[src/agu_pkg.sv]
// shared constants and carrier types for the stack check and program agu
package agu_pkg;
    localparam int DATA_W = 16;
    localparam int PROG_W = 24;
    localparam int PAGE_W = 8;
    // register indices on the plain register port
    localparam logic [3:0] REG_STACK_PTR  = 4'h0;
    localparam logic [3:0] REG_STACK_LIM  = 4'h1;
    localparam logic [3:0] REG_TABLE_PAGE = 4'h2;
    localparam logic [3:0] REG_WIN_PAGE   = 4'h3;
    localparam logic [3:0] REG_CORE_CTRL  = 4'h4;
    localparam logic [3:0] REG_STATUS     = 4'h5;
    localparam int CTRL_WIN_EN_BIT = 2;
    localparam logic [15:0] SP_RESET      = 16'h0800;
    localparam logic [15:0] SFR_BOUNDARY  = 16'h0800;
    localparam logic [15:0] DATA_MSB_MASK = 16'h8000;
    localparam logic [7:0]  PAGE_RESET    = 8'h00;
    localparam logic [15:0] CTRL_RESET    = 16'h0000;

    typedef enum logic [3:0] {
        ST_OP_NONE = 4'b0001,
        ST_OP_PUSH = 4'b0010,
        ST_OP_POP  = 4'b0100,
        ST_OP_EA   = 4'b1000
    } stack_op_e;

    typedef enum logic [1:0] {
        PUSH_DATA = 2'h0,
        PUSH_CALL = 2'h1,
        PUSH_EXC  = 2'h2
    } push_kind_e;

    typedef struct packed {
        logic        valid;
        logic        is_table;
        logic        is_write;
        logic        is_fetch;
        logic [15:0] ea;
        logic [23:0] pc;
    } prog_req_s;

    typedef struct packed {
        logic        valid;
        logic [23:0] addr;
        logic        config_space;
        logic        write;
        logic        low_word_only;
        logic        is_data_space;
        logic        refused;
    } prog_addr_s;
endpackage : agu_pkg

[src/stack_limit_cmp.sv]
// comparator that flags a stack address beyond the limit or below sfr space
`timescale 1ns/10ps
`default_nettype none
module stack_limit_cmp
    import agu_pkg::*;
#(
    parameter int W = 16
) (
    // compared values
    input  wire logic [W-1:0] i_addr,
    input  wire logic [W-1:0] i_limit,
    input  wire logic [W-1:0] i_floor,
    // results
    output logic              o_over,
    output logic              o_under
);
    initial begin
        if (W < 2) $error("stack_limit_cmp width too small");
    end
    assign o_over  = i_addr > i_limit;
    assign o_under = i_addr < i_floor;
endmodule : stack_limit_cmp
`default_nettype wire

[src/prog_addr_gen.sv]
// combinational program-space address builder for table, window and fetch
`timescale 1ns/10ps
`default_nettype none
module prog_addr_gen
    import agu_pkg::*;
(
    // request
    input  wire logic       i_is_table,
    input  wire logic       i_is_fetch,
    input  wire logic [15:0] i_ea,
    input  wire logic [23:0] i_pc,
    input  wire logic [7:0]  i_table_page,
    input  wire logic [7:0]  i_win_page,
    // result
    output logic [23:0]      o_addr
);
    always_comb begin
        if (i_is_fetch) begin
            o_addr = {1'b0, i_pc[22:1], 1'b0};
        end else if (i_is_table) begin
            o_addr = {i_table_page, i_ea};
        end else begin
            // ea bit 15 dropped; page bit 0 lands on address bit 15
            o_addr = {1'b0, i_win_page, i_ea[14:1], 1'b0};
        end
    end
endmodule : prog_addr_gen
`default_nettype wire

[src/stack_agu.sv]
// stack pointer with limit and underflow traps, program-space address unit
// Operation
// - stack pointer addresses next free word; stack grows upward
// - pop predecrements before read; push postincrements after write
// - call push zero-fills the upper pc byte
// - exception push puts status low byte in the upper pc byte
// - limit bit zero held zero; limit not initialised at reset
// - every stack-pointer effective address is compared with the limit; only push and ea raise the stack trap
// - push at pointer equal to limit is allowed; next push traps
// - pointer below special-register boundary raises underflow trap
// - wide program space, narrow data space, data may live in program
// - table address is table page above the data effective address
// - table page top bit picks user or configuration memory
// - window address joins window page with low effective-address bits
// - window accesses stay in user memory; top bit forced zero
// - window ignores ea bit 15; page bit zero drives address bit 15
// - window and fetch addresses have bit zero forced zero
// - table accesses may use any byte address
// - table reads may reach configuration memory
// - window is read-only, returns low word of program word only
// - table accesses reach every byte including the upper byte
// - window maps only while the core control enable bit is set
// - window suspended while a table read or write is in progress
// - table writes to configuration memory are not carried out
`timescale 1ns/10ps
`default_nettype none
module stack_agu
    import agu_pkg::*;
(
    // clock and reset
    input  wire logic        i_core_clk,
    input  wire logic        i_reset_n,
    // register port
    input  wire logic [3:0]  i_reg_addr,
    input  wire logic [15:0] i_reg_wdata,
    input  wire logic        i_reg_wr,
    input  wire logic        i_reg_rd,
    output logic [15:0]      o_reg_rdata,
    // stack operations from the pipeline
    input  wire logic [3:0]  i_stack_op,
    input  wire logic [1:0]  i_push_kind,
    input  wire logic [15:0] i_push_data,
    input  wire logic [23:0] i_push_pc,
    input  wire logic [7:0]  i_status_low,
    input  wire logic [15:0] i_sp_ea,
    // stack memory access
    output logic             o_stack_mem_valid,
    output logic             o_stack_mem_write,
    output logic [15:0]      o_stack_mem_addr,
    output logic [31:0]      o_stack_mem_wdata,
    output logic             o_stack_trap,
    output logic             o_underflow_trap,
    // program-space access
    input  wire prog_req_s   i_prog_req,
    input  wire logic        i_table_busy,
    output prog_addr_s       o_prog
);
    logic [15:0] stack_ptr;
    logic [15:0] stack_lim;
    logic [7:0]  table_page;
    logic [7:0]  win_page;
    logic [15:0] core_ctrl;
    logic [15:0] next_stack_ptr;
    logic [15:0] chk_addr;
    logic        over;
    logic        under;
    logic        sp_wr;
    logic        lim_wr;
    logic        is_push;
    logic        is_pop;
    logic        is_ea;
    logic [23:0] gen_addr;
    logic        win_hit;
    logic        win_en;
    logic        sticky_trap;
    logic        sticky_under;

    assign is_push = i_stack_op == ST_OP_PUSH;
    assign is_pop  = i_stack_op == ST_OP_POP;
    assign is_ea   = i_stack_op == ST_OP_EA;
    assign sp_wr   = i_reg_wr && (i_reg_addr == REG_STACK_PTR);
    assign lim_wr  = i_reg_wr && (i_reg_addr == REG_STACK_LIM);
    assign win_en  = core_ctrl[CTRL_WIN_EN_BIT];

    always_comb begin
        next_stack_ptr = stack_ptr;
        if (is_push) begin
            next_stack_ptr = stack_ptr + 16'h0002;
        end else if (is_pop) begin
            next_stack_ptr = stack_ptr - 16'h0002;
        end
    end

    // push checks the slot being written, so equal-to-limit passes
    always_comb begin
        chk_addr = stack_ptr;
        if (is_pop) begin
            chk_addr = next_stack_ptr;
        end else if (is_ea) begin
            chk_addr = i_sp_ea;
        end
    end

    stack_limit_cmp #(
        .W (DATA_W)
    ) u_cmp (
        .i_addr  (chk_addr),
        .i_limit (stack_lim),
        .i_floor (SFR_BOUNDARY),
        .o_over  (over),
        .o_under (under)
    );

    always_ff @(posedge i_core_clk) begin
        if (!i_reset_n) begin
            stack_ptr <= SP_RESET;
        end else if (sp_wr) begin
            stack_ptr <= {i_reg_wdata[15:1], 1'b0};
        end else if (is_push || is_pop) begin
            stack_ptr <= next_stack_ptr;
        end
    end

    // no reset branch: the limit powers up unknown by design
    always_ff @(posedge i_core_clk) begin
        if (lim_wr) begin
            stack_lim <= {i_reg_wdata[15:1], 1'b0};
        end
    end

    always_ff @(posedge i_core_clk) begin
        if (!i_reset_n) begin
            table_page <= PAGE_RESET;
            win_page   <= PAGE_RESET;
            core_ctrl  <= CTRL_RESET;
        end else if (i_reg_wr) begin
            if (i_reg_addr == REG_TABLE_PAGE) begin
                table_page <= i_reg_wdata[7:0];
            end else if (i_reg_addr == REG_WIN_PAGE) begin
                win_page <= i_reg_wdata[7:0];
            end else if (i_reg_addr == REG_CORE_CTRL) begin
                core_ctrl <= i_reg_wdata;
            end
        end
    end

    always_ff @(posedge i_core_clk) begin
        if (!i_reset_n) begin
            o_stack_mem_valid <= 1'b0;
            o_stack_mem_write <= 1'b0;
            o_stack_mem_addr  <= 16'h0000;
            o_stack_mem_wdata <= 32'h0000_0000;
            o_stack_trap      <= 1'b0;
            o_underflow_trap  <= 1'b0;
        end else begin
            o_stack_mem_valid <= is_push || is_pop;
            o_stack_mem_write <= is_push;
            o_stack_mem_addr  <= is_pop ? next_stack_ptr : stack_ptr;
            if (is_push) begin
                if (i_push_kind == PUSH_CALL) begin
                    o_stack_mem_wdata <= {8'h00, i_push_pc};
                end else if (i_push_kind == PUSH_EXC) begin
                    o_stack_mem_wdata <= {i_status_low, i_push_pc};
                end else begin
                    o_stack_mem_wdata <= {16'h0000, i_push_data};
                end
            end
            o_stack_trap     <= (is_push || is_ea) && over;
            o_underflow_trap <= (is_push || is_pop || is_ea) && under;
        end
    end

    // sticky copies for software; a new trap wins over a status clear
    always_ff @(posedge i_core_clk) begin
        if (!i_reset_n) begin
            sticky_trap  <= 1'b0;
            sticky_under <= 1'b0;
        end else begin
            if (o_stack_trap) begin
                sticky_trap <= 1'b1;
            end else if (i_reg_wr && i_reg_addr == REG_STATUS
                         && i_reg_wdata[0]) begin
                sticky_trap <= 1'b0;
            end
            if (o_underflow_trap) begin
                sticky_under <= 1'b1;
            end else if (i_reg_wr && i_reg_addr == REG_STATUS
                         && i_reg_wdata[1]) begin
                sticky_under <= 1'b0;
            end
        end
    end

    prog_addr_gen u_gen (
        .i_is_table   (i_prog_req.is_table),
        .i_is_fetch   (i_prog_req.is_fetch),
        .i_ea         (i_prog_req.ea),
        .i_pc         (i_prog_req.pc),
        .i_table_page (table_page),
        .i_win_page   (win_page),
        .o_addr       (gen_addr)
    );

    // window only for data accesses with ea msb set, enabled, no table busy
    assign win_hit = !i_prog_req.is_table && !i_prog_req.is_fetch
                     && ((i_prog_req.ea & DATA_MSB_MASK) != 16'h0000)
                     && win_en && !i_table_busy;

    always_ff @(posedge i_core_clk) begin
        if (!i_reset_n) begin
            o_prog <= '0;
        end else begin
            o_prog.valid         <= 1'b0;
            o_prog.addr          <= gen_addr;
            o_prog.config_space  <= 1'b0;
            o_prog.write         <= 1'b0;
            o_prog.low_word_only <= 1'b0;
            o_prog.is_data_space <= 1'b0;
            o_prog.refused       <= 1'b0;
            if (i_prog_req.valid) begin
                if (i_prog_req.is_fetch) begin
                    o_prog.valid <= 1'b1;
                end else if (i_prog_req.is_table) begin
                    o_prog.config_space <= table_page[PAGE_W-1];
                    if (i_prog_req.is_write && table_page[PAGE_W-1]) begin
                        o_prog.refused <= 1'b1;
                    end else begin
                        o_prog.valid <= 1'b1;
                        o_prog.write <= i_prog_req.is_write;
                    end
                end else if (win_hit) begin
                    if (i_prog_req.is_write) begin
                        o_prog.refused <= 1'b1;
                    end else begin
                        o_prog.valid         <= 1'b1;
                        o_prog.low_word_only <= 1'b1;
                    end
                end else begin
                    o_prog.is_data_space <= 1'b1;
                end
            end
        end
    end

    always_ff @(posedge i_core_clk) begin
        if (!i_reset_n) begin
            o_reg_rdata <= 16'h0000;
        end else if (i_reg_rd) begin
            if (i_reg_addr == REG_STACK_PTR) begin
                o_reg_rdata <= stack_ptr;
            end else if (i_reg_addr == REG_STACK_LIM) begin
                o_reg_rdata <= stack_lim;
            end else if (i_reg_addr == REG_TABLE_PAGE) begin
                o_reg_rdata <= {8'h00, table_page};
            end else if (i_reg_addr == REG_WIN_PAGE) begin
                o_reg_rdata <= {8'h00, win_page};
            end else if (i_reg_addr == REG_CORE_CTRL) begin
                o_reg_rdata <= core_ctrl;
            end else if (i_reg_addr == REG_STATUS) begin
                o_reg_rdata <= {14'h0000, sticky_under, sticky_trap};
            end else begin
                o_reg_rdata <= 16'h0000;
            end
        end else begin
            o_reg_rdata <= 16'h0000;
        end
    end
endmodule : stack_agu
`default_nettype wire

[config.mk]
export PLATFORM = sky130hd
export DESIGN_NAME = stack_agu
export DESIGN_NICKNAME = d
export VERILOG_FILES = /design/src/agu_pkg.sv /design/src/stack_limit_cmp.sv /design/src/prog_addr_gen.sv /design/src/stack_agu.sv
export SDC_FILE = /design/constraint.sdc
export NUM_CORES = 1
export LEC_CHECK = 0
export BUFFER_PORTS_ARGS = -buffer_cell sky130_fd_sc_hd__buf_2
export CORE_MARGIN = 4
export CORE_UTILIZATION = 45
export DETAILED_ROUTE_END_ITERATION = 8
export GPL_TIMING_DRIVEN = 1
export PLACE_DENSITY = 0.71
export SLEW_MARGIN = 15
export SYNTH_ARGS = -nofsm -noshare
export SYNTH_HDL_FRONTEND = slang
export SYNTH_HIERARCHICAL = 1
export SYNTH_SLANG_ARGS = --single-unit
[constraint.sdc]
create_clock -name i_core_clk -period 6.6 [get_ports i_core_clk]
set_clock_uncertainty 0.2 [all_clocks]
set_input_delay 0.66 -clock i_core_clk [delete_from_list [all_inputs] [get_ports i_core_clk]]
set_output_delay 0.66 -clock i_core_clk [all_outputs]
set_load 0.02 [all_outputs]
==> flow_summary_export.csv <==
group,metric,value,unit
status,status,"finished, final reports clean",
final_layout,drive_gt1_share,27.0,%
clocking,clockBufferDepth,2,
critical_path,crit_buf_inv,1,
critical_path,critPathTopFamily,"simple AND/OR/NAND/NOR gates",
clocking,post_cts_resized,0,
drt,met1_length,9.28,mm
clocking,clk_latency,0.43,ns
critical_path,crit_path_start_kind,"input port",
yosys,netlist_area,0.00793,mm2
drt,route.met3.wl,1.49,mm
clocking,postCtsHoldBufs,0,
yosys,yosysSeqAreaShare,42.6,%
critical_path,endpoint_kind,"flop",
sta,rsz0062_at_grt,"no",
placed_design,io_buffers,233,
final_layout,nets,1303,
drt,drt_first_pass_iters,5,
sta,worst_pin_slew,1.06,ns
grt,track_usage,22.3,%
power_and_ir_drop,leakage,0.00431,uW
clocking,cts_buffers,17,
yosys,synth-warning-count,6,
clocking,path_clk_slew,0.06,ns
sta,timing.setup.tns,0,ns
yosys,synth_top_area_cell,"dfxtp_1",
critical_path,cp_max_fo,26,
drt,viasPerCell,5.39,
final_layout,multi_input_area,0.00422,mm2
sta,drv_slew,0,
die,ioPinCount,237,
clocking,cts.sinks,161,
min_path,hold-path-cell-count,1,
drt,post_drt_wl_per_cell,16.5,um
drt,met2WireLength,11.4,mm
die,start_util,45.8,%
min_path,hold_class,"in2reg",
drt,dr_total_vias,7376,
clocking,cts_root_buf,"clkbuf_16",
critical_path,crit_required,6.76,ns
placed_design,globalplace.congestion,0.895,
power_and_ir_drop,p_per_area,235,mW/mm2
drt,drc,0,
critical_path,r2r.worst_path.cells,14,
critical_path,critPathMaxStageDelay,0.98,ns
die,die_y,141,um
critical_path,worst-setup-path-type,"in2reg",
yosys,ys_types,72,
die,die-area,0.0198,mm2
drt,top_layer,"met5",
grt,first_global_vias,7103,
yosys,synth_top_area_share,36.9,%
critical_path,path_depth,13,
final_layout,nFillCells,1605,
placed_design,post-dp-hpwl,16.7,mm
drt,final_antenna_net_count,0,
final_layout,stdcell_count,1369,
yosys,synthTopCellsByArea,"dfxtp_1 37%, edfxtp_1 5.7%, nand2_1 5.3%",
sta,maxSlewHeadroom,29.3,%
critical_path,cp_slowest_cell,"or4b_1",
critical_path,path_cells,"buf_2 -> or4b_1 -> nor4_2 -> a21oi_2 -> or4_4 -> nand3_1 -> ha_1 -> nand4_1 -> nor2_1 -> a221o_1 -> nor3_2 -> nand2_1 -> a21oi_1",
placed_design,dpl.cell_count,1337,
final_layout,regArea,0.00337,mm2
yosys,synth_edf_count,15,
clocking,htreeDepth,4,
final_layout,n_antenna_cell,0,
die,placeableCoreArea,0.0173,mm2
sta,setup_viol,0,
clocking,cts_tree,"built",
die,placementRows,48,
grt,overflow,0,
yosys,syn_inst,923,
yosys,synth_commonest_cells,"146 x dfxtp_1, 112 x nand2_1, 85 x nor2_1, 77 x a21oi_1, 51 x clkbuf_1",
yosys,synth.most_common_cell,"dfxtp_1",
die,fp.dieW,141,um
critical_path,arrival,4.24,ns
power_and_ir_drop,irDropWorstVdd,0.203,mV
final_layout,area_growth,24.1,%
drt,drtIter0Drc,483,
grt,antenna_found_initial,2,
grt,grt_pass1_wl,35.8,mm
drt,wl,22.6,mm
yosys,synthArstFlopShare,0,%
flow_run,drv_cap,0,
yosys,syn_area_per_cell,8.59,um2
sta,finalCritPeriodShare,61.9,%
yosys,ys_ff_latch,161,
sta,period_needed,4.08,ns
sta,finalHoldViolCount,0,
yosys,synthFlopType,"dfxtp_1",
grt,grt_max_degree,55,
sta,clock.fmax,0.245,GHz
clocking,cts_setup_buffers,0,
## state kept, by name, summed over array words and instances (netlist names)
name	count
o_stack_mem_wdata	32
o_prog	30
core_ctrl	16
o_reg_rdata	16
o_stack_mem_addr	15
stack_lim	15
stack_ptr	15
table_page	8
win_page	8
o_stack_mem_valid	1
o_stack_mem_write	1
o_stack_trap	1
o_underflow_trap	1
sticky_trap	1
sticky_under	1
## where the power goes
part	switching [uW]	internal, uW
Clock	410	578
Combinational	172	118
Sequential	22.7	1010
## worst paths after layout
| check | from | to | slack (ns) |
|---|---|---|---|
| worst min-delay path | i_reg_wdata[15] | stack_lim[15]$_DFFE_PP_ | 0.25 |
| worst max register to register | stack_ptr[1]$_SDFFE_PN0P_ | o_underflow_trap$_SDFF_PN0_ | 2.64 |
| worst max-delay path | i_stack_op[0] | o_underflow_trap$_SDFF_PN0_ | 2.52 |
| worst min register to register | o_stack_mem_wdata[27]$_SDFFE_PN0P_ | o_stack_mem_wdata[27]$_SDFFE_PN0P_ | 0.25 |
## layout by cell type (no fill, tap or decap), types with 9 or more instances in the layout
| cell | Yosys | final |
|---|---|---|
| mux2_2 | 15 | 15 |
| clkbuf_16 | 0 | 18 |
| nand3_1 | 38 | 38 |
| a21oi_1 | 77 | 77 |
| mux2i_1 | 29 | 29 |
| a31oi_1 | 9 | 9 |
| dfxtp_1 | 146 | 146 |
| a211oi_1 | 27 | 27 |
| nand4_1 | 15 | 15 |
| nand2_1 | 112 | 112 |
| edfxtp_1 | 15 | 15 |
| conb_1 | 2 | 18 |
| a22oi_1 | 27 | 27 |
| buf_2 | 4 | 233 |
| nor3_1 | 12 | 11 |
| xnor2_1 | 11 | 11 |
| nor2_1 | 85 | 84 |
| inv_1 | 38 | 37 |
| o21ai_0 | 29 | 29 |
| and2_1 | 32 | 32 |
| ha_1 | 33 | 33 |
## cell families (layout without fill, tap and decap cells)
family,after synthesis,after routing,synth area share [%]
simple gates,347,347,21.9
compound gates,210,210,16.9
flops,161,161,42.6
buf+inv,106,311,5.34
mux,44,44,5.79
fa+ha+maj,33,33,5.21
xor+xnor,20,20,2.21
other cells,2,18,0.0948
## layout make-up
type                            instances  area share (%)
Multi-Input combinational cell        672            42.9
Sequential cell                       161            34.3
Timing Repair Buffer                  241            12.5
Clock buffer                           24            5.12
Tap cell                              225            2.86
Inverter                               38            1.45
Clock inverter                          8           0.904
## through the flow
stage | hold slack [ns] | power, uW | setup slack [ns] | utilization, % | area (um2)
final | 0.253 | 2320 | 2.52 | 56.8 | 9830
after global routing | 0.242 | 2410 | 2.31 | 56.8 | 9830
after CTS | 0.236 | 2330 | 2.55 | 56.8 | 9830
after detailed placement | 0.246 | 1350 | 2.13 | 53.4 | 9240
after global placement | 0.234 | 1340 | 2.13 | 53.4 | 9240
after floorplan | 0.234 | 1240 | 3.01 | - | 7990
## routing by layer
metal	global-route usage (%)	vias to the layer above
li1	-	3659
met1	26.9	3431
met2	38.5	245
met3	5.70	37
met4	7.75	4
met5	0	-
No activity file was read; power rests on OpenSTA's default activity.
